<file path="src/hdl/chan_ctrl_map.vh">
// Register offsets, reset values and timing constants of the per-channel
// idle-code substitution and channel-blocking block.
// Assumes an 8-bit host port and bit-serial backplane streams on one clock.
// Functional notes
// - 82h enables tx idle code, channels 17-24
// - 83h enables tx idle code, channels 25-32
// - 84h enables rx idle code, channels 1-8
// - 85h enables rx idle code, channels 9-16
// - 86h enables rx idle code, channels 17-24
// - 87h enables rx idle code, channels 25-32
// - Blocking registers drive each direction's blocking output
// - Set bit holds output high whole channel
// - T1 mode ignores blocking of channels 25-32
// - 88h holds rx blocking, channels 1-8
// - 89h holds rx blocking, channels 9-16
// - 8Ah holds rx blocking, channels 17-24
// - 8Bh holds rx blocking, channels 25-32
// - 8Ch holds tx blocking, channels 1-8
// - Substituted byte comes from array, LSB last
// - 80h and 81h enable tx idle code, channels 1-16
`ifndef CHAN_CTRL_MAP_VH
`define CHAN_CTRL_MAP_VH

// Idle array pointer and code port
`define CC_ADDR_IDLE_PTR     8'h7e
`define CC_ADDR_IDLE_CODE    8'h7f
// Idle-code insertion enables
`define CC_ADDR_TX_INS_1_8   8'h80
`define CC_ADDR_TX_INS_9_16  8'h81
`define CC_ADDR_TX_INS_17_24 8'h82
`define CC_ADDR_TX_INS_25_32 8'h83
`define CC_ADDR_RX_INS_1_8   8'h84
`define CC_ADDR_RX_INS_9_16  8'h85
`define CC_ADDR_RX_INS_17_24 8'h86
`define CC_ADDR_RX_INS_25_32 8'h87
// Channel blocking
`define CC_ADDR_RX_BLK_1_8   8'h88
`define CC_ADDR_RX_BLK_9_16  8'h89
`define CC_ADDR_RX_BLK_17_24 8'h8a
`define CC_ADDR_RX_BLK_25_32 8'h8b
`define CC_ADDR_TX_BLK_1_8   8'h8c
`define CC_ADDR_TX_BLK_9_16  8'h8d
`define CC_ADDR_TX_BLK_17_24 8'h8e
`define CC_ADDR_TX_BLK_25_32 8'h8f

// Pointer register fields
`define CC_PTR_GLOBAL_RX_BIT 7
`define CC_PTR_GLOBAL_TX_BIT 6
`define CC_PTR_ADDR_MSB      5
`define CC_PTR_RX_BASE       6'h20

// Reset values
`define CC_RST_BYTE          8'h00
`define CC_RST_WORD          32'h0000_0000
`define CC_RST_PTR           8'h00
`define CC_RST_CODE          8'h00

// Read answer for an unmapped address
`define CC_UNMAPPED_DATA     8'h00

// Frame timing
`define CC_T1_CHANNELS       5'd24
`define CC_T1_LAST_CHAN      5'd23
`define CC_LAST_BIT          3'd7
`define CC_FIRST_BIT         3'd0

`endif

</file>
<file path="src/hdl/chan_slot_path.v">
// One direction of the backplane stream: channel timing, idle-code
// substitution and the channel-blocking output.
// Assumes bit strobes and frame sync come from logic on the same clock.
`timescale 1ns/100ps
`include "chan_ctrl_map.vh"

module chan_slot_path (
    input  wire         clk,
    input  wire         rst,
    input  wire         t1_mode,
    input  wire         bit_en,
    input  wire         frame_sync,
    input  wire         data_in,
    input  wire [31:0]  ins_en,
    input  wire [31:0]  blk_en,
    input  wire [255:0] codes,
    output reg          data_out,
    output reg          chblk
);

    reg  [2:0] bit_q;
    reg  [4:0] chan_q;
    reg        fbit_q;
    reg  [7:0] shift_q;
    reg        sub_q;

    wire       cur_fbit;
    wire [4:0] cur_chan;
    wire [2:0] cur_bit;
    wire       cur_first;
    wire       in_frame;
    wire [7:0] code_sel;
    wire       new_sub;
    wire       new_blk;
    wire       sub_now;
    wire       code_bit;

    // Frame sync marks the F bit in T1 and bit 0 of channel 1 in E1
    assign cur_fbit  = frame_sync ? t1_mode : fbit_q;
    assign cur_chan  = frame_sync ? 5'd0 : chan_q;
    assign cur_bit   = frame_sync ? `CC_FIRST_BIT : bit_q;
    assign cur_first = !cur_fbit && (cur_bit == `CC_FIRST_BIT);
    assign in_frame  = !t1_mode || (cur_chan < `CC_T1_CHANNELS);
    assign code_sel  = codes[{cur_chan, 3'b000} +: 8];
    assign new_sub   = ins_en[cur_chan] && in_frame;
    assign new_blk   = blk_en[cur_chan] && in_frame;
    // F bit passes through even when the slot before it was substituted
    assign sub_now   = !cur_fbit && (cur_first ? new_sub : sub_q);
    // Code goes out MSB first so its LSB is the last bit of the slot
    assign code_bit  = cur_first ? code_sel[7]
                                 : shift_q[`CC_LAST_BIT - cur_bit];

    always @(posedge clk) begin
        if (rst) begin
            bit_q  <= `CC_FIRST_BIT;
            chan_q <= 5'd0;
            fbit_q <= 1'b0;
        end else if (bit_en) begin
            if (cur_fbit) begin
                fbit_q <= 1'b0;
                chan_q <= 5'd0;
                bit_q  <= `CC_FIRST_BIT;
            end else begin
                bit_q <= cur_bit + 3'd1;
                if (cur_bit == `CC_LAST_BIT) begin
                    if (t1_mode && cur_chan == `CC_T1_LAST_CHAN) begin
                        fbit_q <= 1'b1;
                        chan_q <= 5'd0;
                    end else begin
                        chan_q <= cur_chan + 5'd1;
                    end
                end else begin
                    chan_q <= cur_chan;
                end
            end
        end
    end

    // Enables and code are latched at the first bit so a host write in
    // mid-slot cannot tear a byte or glitch the blocking level
    always @(posedge clk) begin
        if (rst) begin
            shift_q  <= `CC_RST_CODE;
            sub_q    <= 1'b0;
            chblk    <= 1'b0;
            data_out <= 1'b0;
        end else if (bit_en) begin
            data_out <= sub_now ? code_bit : data_in;
            if (cur_fbit) begin
                sub_q <= 1'b0;
                chblk <= 1'b0;
            end else if (cur_first) begin
                shift_q <= code_sel;
                sub_q   <= new_sub;
                chblk   <= new_blk;
            end
        end
    end

endmodule

</file>
<file path="src/hdl/chan_ctrl.v">
// Host register bank for per-channel idle-code substitution and channel
// blocking of one transceiver, with one stream path per direction.
// Assumes the host port and the backplane timing share CLOCK.
`timescale 1ns/100ps
`include "chan_ctrl_map.vh"

module chan_ctrl (
    input  wire       CLOCK,
    input  wire       RESET,
    input  wire [7:0] HOST_ADDR,
    input  wire [7:0] HOST_WDATA,
    input  wire       HOST_WR,
    input  wire       HOST_RD,
    output reg  [7:0] HOST_RDATA,
    input  wire       T1_MODE,
    input  wire       TX_BIT_EN,
    input  wire       TX_FRAME_SYNC,
    input  wire       TX_DATA_IN,
    output wire       TX_DATA_OUT,
    output wire       TX_CHANNEL_BLOCK_OUT,
    input  wire       RX_BIT_EN,
    input  wire       RX_FRAME_SYNC,
    input  wire       RX_DATA_IN,
    output wire       RX_DATA_OUT,
    output wire       RX_CHANNEL_BLOCK_OUT
);

    // Insertion enables and blocking bits, bit n is channel n+1
    reg  [31:0]  tx_ins_q;
    reg  [31:0]  rx_ins_q;
    reg  [31:0]  rx_blk_q;
    reg  [31:0]  tx_blk_q;

    // Idle array pointer: global rx, global tx, six-bit entry address
    reg  [7:0]   idle_array_pointer_q;
    reg  [7:0]   idle_array_pointer_d;

    // Entries 0-31 are transmit channels, 32-63 receive channels
    reg  [7:0]   code_q [0:63];

    wire [5:0]   ptr_addr;
    wire [5:0]   ptr_inc;
    wire         global_tx;
    wire         global_rx;
    wire         code_wr;
    wire [255:0] tx_codes;
    wire [255:0] rx_codes;

    reg  [7:0]   rdata_d;
    integer      i;

    assign ptr_addr  = idle_array_pointer_q[`CC_PTR_ADDR_MSB:0];
    assign ptr_inc   = ptr_addr + 6'h01;
    assign global_tx = idle_array_pointer_q[`CC_PTR_GLOBAL_TX_BIT];
    assign global_rx = idle_array_pointer_q[`CC_PTR_GLOBAL_RX_BIT];
    assign code_wr   = HOST_WR && (HOST_ADDR == `CC_ADDR_IDLE_CODE);

    // Enable and blocking registers
    always @(posedge CLOCK) begin
        if (RESET) begin
            tx_ins_q <= `CC_RST_WORD;
            rx_ins_q <= `CC_RST_WORD;
            rx_blk_q <= `CC_RST_WORD;
            tx_blk_q <= `CC_RST_WORD;
        end else if (HOST_WR) begin
            case (HOST_ADDR)
                `CC_ADDR_TX_INS_1_8: begin
                    tx_ins_q[7:0] <= HOST_WDATA;
                end
                `CC_ADDR_TX_INS_9_16: begin
                    tx_ins_q[15:8] <= HOST_WDATA;
                end
                `CC_ADDR_TX_INS_17_24: begin
                    tx_ins_q[23:16] <= HOST_WDATA;
                end
                `CC_ADDR_TX_INS_25_32: begin
                    tx_ins_q[31:24] <= HOST_WDATA;
                end
                `CC_ADDR_RX_INS_1_8: begin
                    rx_ins_q[7:0] <= HOST_WDATA;
                end
                `CC_ADDR_RX_INS_9_16: begin
                    rx_ins_q[15:8] <= HOST_WDATA;
                end
                `CC_ADDR_RX_INS_17_24: begin
                    rx_ins_q[23:16] <= HOST_WDATA;
                end
                `CC_ADDR_RX_INS_25_32: begin
                    rx_ins_q[31:24] <= HOST_WDATA;
                end
                `CC_ADDR_RX_BLK_1_8: begin
                    rx_blk_q[7:0] <= HOST_WDATA;
                end
                `CC_ADDR_RX_BLK_9_16: begin
                    rx_blk_q[15:8] <= HOST_WDATA;
                end
                `CC_ADDR_RX_BLK_17_24: begin
                    rx_blk_q[23:16] <= HOST_WDATA;
                end
                `CC_ADDR_RX_BLK_25_32: begin
                    rx_blk_q[31:24] <= HOST_WDATA;
                end
                `CC_ADDR_TX_BLK_1_8: begin
                    tx_blk_q[7:0] <= HOST_WDATA;
                end
                `CC_ADDR_TX_BLK_9_16: begin
                    tx_blk_q[15:8] <= HOST_WDATA;
                end
                `CC_ADDR_TX_BLK_17_24: begin
                    tx_blk_q[23:16] <= HOST_WDATA;
                end
                `CC_ADDR_TX_BLK_25_32: begin
                    tx_blk_q[31:24] <= HOST_WDATA;
                end
                default: begin
                end
            endcase
        end
    end

    // Pointer steps after each single-entry code write so a run of writes
    // fills consecutive channels; global writes leave it where it is
    always @* begin
        idle_array_pointer_d = idle_array_pointer_q;
        if (HOST_WR && HOST_ADDR == `CC_ADDR_IDLE_PTR) begin
            idle_array_pointer_d = HOST_WDATA;
        end else if (code_wr && !global_tx && !global_rx) begin
            idle_array_pointer_d = {idle_array_pointer_q[7:6], ptr_inc};
        end
    end

    always @(posedge CLOCK) begin
        if (RESET) begin
            idle_array_pointer_q <= `CC_RST_PTR;
        end else begin
            idle_array_pointer_q <= idle_array_pointer_d;
        end
    end

    // Idle-code array in flip-flops
    always @(posedge CLOCK) begin
        if (RESET) begin
            for (i = 0; i < 64; i = i + 1) begin
                code_q[i] <= `CC_RST_CODE;
            end
        end else if (code_wr) begin
            if (global_tx || global_rx) begin
                for (i = 0; i < 32; i = i + 1) begin
                    if (global_tx) begin
                        code_q[i] <= HOST_WDATA;
                    end
                    if (global_rx) begin
                        code_q[i + 32] <= HOST_WDATA;
                    end
                end
            end else begin
                code_q[ptr_addr] <= HOST_WDATA;
            end
        end
    end

    // Flatten the array halves for the two stream paths
    genvar g;
    generate
        for (g = 0; g < 32; g = g + 1) begin : flat
            assign tx_codes[g*8 +: 8] = code_q[g];
            assign rx_codes[g*8 +: 8] = code_q[g + 32];
        end
    endgenerate

    // Read mux; data appears the cycle after the read strobe
    always @* begin
        rdata_d = `CC_UNMAPPED_DATA;
        case (HOST_ADDR)
            `CC_ADDR_IDLE_PTR: begin
                rdata_d = idle_array_pointer_q;
            end
            `CC_ADDR_IDLE_CODE: begin
                rdata_d = code_q[ptr_addr];
            end
            `CC_ADDR_TX_INS_1_8: begin
                rdata_d = tx_ins_q[7:0];
            end
            `CC_ADDR_TX_INS_9_16: begin
                rdata_d = tx_ins_q[15:8];
            end
            `CC_ADDR_TX_INS_17_24: begin
                rdata_d = tx_ins_q[23:16];
            end
            `CC_ADDR_TX_INS_25_32: begin
                rdata_d = tx_ins_q[31:24];
            end
            `CC_ADDR_RX_INS_1_8: begin
                rdata_d = rx_ins_q[7:0];
            end
            `CC_ADDR_RX_INS_9_16: begin
                rdata_d = rx_ins_q[15:8];
            end
            `CC_ADDR_RX_INS_17_24: begin
                rdata_d = rx_ins_q[23:16];
            end
            `CC_ADDR_RX_INS_25_32: begin
                rdata_d = rx_ins_q[31:24];
            end
            `CC_ADDR_RX_BLK_1_8: begin
                rdata_d = rx_blk_q[7:0];
            end
            `CC_ADDR_RX_BLK_9_16: begin
                rdata_d = rx_blk_q[15:8];
            end
            `CC_ADDR_RX_BLK_17_24: begin
                rdata_d = rx_blk_q[23:16];
            end
            `CC_ADDR_RX_BLK_25_32: begin
                rdata_d = rx_blk_q[31:24];
            end
            `CC_ADDR_TX_BLK_1_8: begin
                rdata_d = tx_blk_q[7:0];
            end
            `CC_ADDR_TX_BLK_9_16: begin
                rdata_d = tx_blk_q[15:8];
            end
            `CC_ADDR_TX_BLK_17_24: begin
                rdata_d = tx_blk_q[23:16];
            end
            `CC_ADDR_TX_BLK_25_32: begin
                rdata_d = tx_blk_q[31:24];
            end
            default: begin
                rdata_d = `CC_UNMAPPED_DATA;
            end
        endcase
    end

    // Read data holds until the next read strobe
    always @(posedge CLOCK) begin
        if (RESET) begin
            HOST_RDATA <= `CC_UNMAPPED_DATA;
        end else if (HOST_RD) begin
            HOST_RDATA <= rdata_d;
        end
    end

    // Each direction follows its own frame and channel timing
    chan_slot_path tx_path (
        .clk        (CLOCK),
        .rst        (RESET),
        .t1_mode    (T1_MODE),
        .bit_en     (TX_BIT_EN),
        .frame_sync (TX_FRAME_SYNC),
        .data_in    (TX_DATA_IN),
        .ins_en     (tx_ins_q),
        .blk_en     (tx_blk_q),
        .codes      (tx_codes),
        .data_out   (TX_DATA_OUT),
        .chblk      (TX_CHANNEL_BLOCK_OUT)
    );

    chan_slot_path rx_path (
        .clk        (CLOCK),
        .rst        (RESET),
        .t1_mode    (T1_MODE),
        .bit_en     (RX_BIT_EN),
        .frame_sync (RX_FRAME_SYNC),
        .data_in    (RX_DATA_IN),
        .ins_en     (rx_ins_q),
        .blk_en     (rx_blk_q),
        .codes      (rx_codes),
        .data_out   (RX_DATA_OUT),
        .chblk      (RX_CHANNEL_BLOCK_OUT)
    );

endmodule

</file>
<file path="config.mk">
export PLATFORM = sky130hd
export DESIGN_NAME = chan_ctrl
export DESIGN_NICKNAME = d
export VERILOG_FILES = /design/src/hdl/chan_slot_path.v /design/src/hdl/chan_ctrl.v
export VERILOG_INCLUDE_DIRS = /design/src /design/src/hdl
export SDC_FILE = /design/constraint.sdc
export NUM_CORES = 2
export LEC_CHECK = 0
export ABC_AREA = 1
export BUFFER_PORTS_ARGS = -buffer_cell sky130_fd_sc_hd__buf_4
export CAP_MARGIN = 30
export CORE_AREA = 2 2 358 360
export DETAILED_ROUTE_END_ITERATION = 10
export DIE_AREA = 0 0 360 362
export PLACE_DENSITY = 0.49
export SYNTH_ARGS = -nofsm -noshare
export SYNTH_HDL_FRONTEND = slang
export SYNTH_SLANG_ARGS = --single-unit
</file>
<file path="constraint.sdc">
create_clock -name CLOCK -period 4.6 [get_ports CLOCK]
set_clock_uncertainty 0.2 [all_clocks]
set_input_delay 1.38 -clock CLOCK [delete_from_list [all_inputs] [get_ports CLOCK]]
set_output_delay 1.38 -clock CLOCK [all_outputs]
set_load 0.005 [all_outputs]
</file>
---- Yosys cells after proc, flatten, opt, wreduce, memory -nomap -nowiden ----
Memories as Yosys holds them, arrays and structs flattened. A register that Yosys moved wholly into a read port is not among the register bits.
Cells that the tools add are included.
word-level totals
  register bits after elaboration ......... 184
  RAM bits ................................ 512
  input bits .............................. 27
  output and inout port bits .............. 12
  logic and storage cells ................. 323
  memories ................................ 1
memory list
  name    words  width  rd ports  clocked after Yosys merged registers in  wr ports  line            text
  code_q  64     8      65        1                                        64        chan_ctrl.v:39  reg [7:0] code_q [0:63];
operators by class
  add/sub/neg operators ................... 7
  magnitude comparators ................... 6
  equality and inequality tests ........... 22
  shift-type cells ........................ 2
  multiplexer cells ....................... 132
  bitwise gates (word level) .............. 66
  reductions and logical operators ........ 54
operators by type and width
  kind                   count
  $mux W8                66
  $shiftx A256 B9 Y8     2
  $pmux W8 S18           1
  $eq A8 B8 Y1 const B   16
  $or A1 B1 Y1           64
  $mux W1                43
  $mux W5                8
  $reduce_and A2 Y1      18
  $mux W6                4
  $bmux W1 S5            4
  $eq A8 B7 Y1 const B   2
  $logic_and A1 B1 Y1    14
  $reduce_bool A2 Y1     7
  $lt A5 B6 Y1 const B   2
  $mux W3                4
  $reduce_and A3 Y1      4
  $add A5 B1 Y5 const B  2
  $eq A5 B5 Y1 const B   2
  $lt A5 B5 Y1 const B   2
  $lt A3 B4 Y1 const B   2
  $reduce_or A8 Y1       1
  $add A3 B1 Y3 const B  2
  $add A6 B1 Y6 const B  1
  $bmux W1 S3            2
  other kinds (6)        16

---- Depth between registers and ports, before layout ----
  depth after elaboration ................. 8
  gate-level depth with buffers ........... 16
  depth with buffers taken out ............ 14

---- By module ----
From an unflattened synthesis, not the netlist that was laid out.
second synthesis, totals
  cell total of the unflattened synthesis .. 4858
  area total of the unflattened synthesis .. 38572.0 um^2
by module, submodules not included
  module                    times used  cells each  area each (um^2)
  chan_ctrl                 1           3350        29971.2
  chan_slot_path (tx_path)  1           755         4307.9
  chan_slot_path (rx_path)  1           753         4292.9

---- Worst setup path after synthesis ----
Ideal clock, no wire load.
  kind .................................... input-to-reg
  start ................................... input HOST_ADDR[7]
  end ..................................... memory code_q[10][0], enable pin
  library setup time ...................... 0.384 ns
  data arrival time ....................... 3.166 ns
  required time ........................... 4.016 ns
  path slack .............................. 0.850 ns
  stages .................................. 9
  cells stage by stage .................... inv_1 -> nand4_1 -> nor3_2 -> nand4_2 -> nor2_4 -> nand2_2 -> nor2_4 -> inv_1 -> o21ai_0
RTL lines
  what                line            text
  start: declaration  chan_ctrl.v:10  input wire [7:0] HOST_ADDR,
  end: declaration    chan_ctrl.v:39

==> metrics.md <==
| Metric | Value |
|---|---|
| Initial Util | `0.297` |
| Max Slew Vio Count | `0` |
| Setup_tns | `0 ps` |
| Synth top area cells | `edfxtp_1, dfxtp_1, nand2_1` |
| Final nets | `4679` |
| Worst skew pair latency | `670 ps` |
| DRT antenna net count | `0` |
| Global route hottest layer | `met2` |
| Dominant cell type by area after synthesis | `edfxtp_1` |
| Share of cells above drive strength 1 | `0.0977` |
| Async S/R FF share, synth | `0` |
| Vias in the first global route | `~32000` |
| Routability Congestion | `0.934` |
| Sequential area share after synthesis | `0.509` |
| Cells after synthesis | `4716` |
| Synthesized area | `37700 sq um` |
| CTS tree | `done` |
| Worst setup path start | `HOST_ADDR[1]` |
| Pin count of the biggest net entering global routing | `around 180` |
| Worst hold path type | `reg2reg` |
| Worst setup SP type | `input pin` |
| Period minus WS final | `3530 ps` |
| Overall power | `0.0145 W` |
| IO buf count | `38` |
| CTS clk-pin slew, worst paths | `60 ps` |
| Cts bufs inserted | `79` |
| Final worst-path cycle share | `0.767` |
| RSZ-0062 raised after global routing | `no` |
| Core area | `127000 sq um` |
| Critical path arrival | `~3700 ps` |
| Rel. slew slack | `0.280` |
| Vias | `between 30000 and 40000` |
| Post-CTS Setup Inserts | `0` |
| GR Overflow Total | `0` |
| Post-synth top area share | `0.408` |
| WP data required | `4730 ps` |
| Critical Path End Type | `register` |
| Routing usage on met1 | `0.297` |
| Max cap viols | `0` |
| Synth unique cells | `slightly above 40` |
| Gr usage total | `0.222` |
| Internal reg-to-reg setup slack | `approximately 1300 ps` |
| Chip Height | `362 um` |
| Peak supply drop | `0.219 mV` |
| Reg-to-Reg Start | `tx_path.chan_q[0]` |
| Depth of the CTS H-tree | `3` |
| Most instantiated cells after synthesis | `nand2_1, nor2_1, nand3_1, edfxtp_1, o21ai_0` |
| Routing usage on met2 | `0.356` |
| Most frequent cell after synthesis | `nand2_1` |
| Max Buffers Root-to-Sink | `3` |
| Hold Startpoint | `HOST_RDATA[6]` |
| Syn avg cell area | `roughly 8.0 sq um` |
| # IOs | `39` |
| Clk sink count | `702` |
| Root Buffer | `clkbuf_16` |
| Antenna cell count | `0` |
| Main synth FF type | `edfxtp_1` |
| GR Util met3 | `0.0328` |
| Power per Cell Area | `339 nW/um^2` |
| Drt total wl | `149000 um` |
| Syn nets | `4752` |
| Final Hold Viols | `0` |
| Dpl hpwl | `97900 um` |
| Slew at the pin closest to its max-slew limit | `1080 ps` |
| Synthesized flop and latch total | `702` |
| Final setup viols | `0` |
| First-pass GRT wire length | `about 220000 um` |
| Die width | `about 360 um` |
| Outcome | `finished clean` |
| Post-synth EDFFs | `512` |
| # hold bufs at CTS | `0` |
| DRC viols | `0` |
| Critical path fanouts, max | `16` |
| # resized after CTS | `0` |
| Critical path class | `in2reg` |
| Fmax | `0.284 GHz` |
| Leak Pwr | `15.9 nW` |
| Die area | `about 130000 sq um` |
| Area grow syn2layout | `13.6%` |
| Row count | `131` |
| DR WL/cell | `roughly 23 um` |
| Yosys Warn Count | `0` |
| Number of vias per cell | `between 5 and 6` |
| Initial antenna violation count | `1` |
| Detailed Routing Iterations Pass 1 | `6` |
| Initial drt markers | `around 4200` |
per-layer routing:
| metal | share of wire | vias up |
|---|---|---|
| li1 | - | 16000 |
| met2 | 0.46 | 1436 |
| met1 | 0.43 | 16700 |
| met3 | 0.069 | 297 |
| met5 | 0.000087 | - |
| met4 | 0.043 | 2 |
power by group:
part / switching (W) / internal (W)
sequential: 0.000132 / 0.00701
combinational: 0.000555 / 0.000193
clock: 0.00279 / 0.00383
total: 0.00347 / 0.0110
placed cells by master, fill, tap and decap left out, drive strengths merged, types with 42 or more instances in the layout:
cell type,instances
a21oi,258
buf,195
clkbuf,102
dfxtp,190
edfxtp,512
inv,315
nand2,930
nand3,570
nor2,786
o211ai,166
o21ai,341
o22ai,64
o311ai,56
o31ai,42
or2,73
metrics by stage:
stage / worst slack (ps) / util / area, sq um / std cells / hold WS, ps
2_1_floorplan: 850 / - / 37700 / 4716 / 239
6_report: 1070 / 0.338 / 42800 / 6371 / 266
3_5_place_dp: 452 / 0.317 / 40100 / 6224 / 258
4_1_cts: 1160 / 0.338 / 42800 / 6371 / 267
3_3_place_gp: 451 / 0.316 / 40100 / 6222 / 254
5_1_grt: 907 / 0.338 / 42800 / 6371 / 285
path summary, 6_finish.rpt:
check	end	cells past startpoint
setup / recovery	code_q[1][7]	9
hold / removal	HOST_RDATA[6]	2
setup reg to reg	tx_path.data_out	14
hold reg to reg	HOST_RDATA[6]	2
state kept, by name, indices dropped and copies added (netlist names), 5 cells and up, named ones only:
name	cells
HOST_RDATA	8
code_q	512
idle_array_pointer_q	8
rx_blk_q	32
rx_ins_q	32
rx_path.chan_q	5
rx_path.shift_q	8
tx_blk_q	32
tx_ins_q	32
tx_path.chan_q	5
tx_path.shift_q	8
area by class of cell:
cell class                      count  area, sq um
Multi-Input combinational cell   3351        15900
Fill cell                       13300        83900
Inverter                          314         1190
Tap cell                         1662         2080
Timing Repair Buffer              195         1820
Clock inverter                     45          399
Sequential cell                   702        19200
Clock buffer                      102         2270
cells by family (layout without fill, tap and decap cells):
kind of cell	count (synthesis)	in the layout	share of synthesized area
AND/OR/NAND/NOR	2384	2384	0.264
buffers and inverters	663	656	0.0711
AO/OA/AOI/OAI	956	956	0.152
adder cells (fa/ha/maj)	9	9	0.00299
XOR/XNOR	2	2	0.000465
flip-flops	702	702	0.509
worst max-delay path: stages:
cell	delay (ps)
buf_4	100
nand2_1	120
nor3_2	400
nand4_2	280
nor2_4	350
nand2_2	150
nor2_4	450
nand2_1	100
nand2_1	290
No activity file was read; power rests on OpenSTA's default activity.
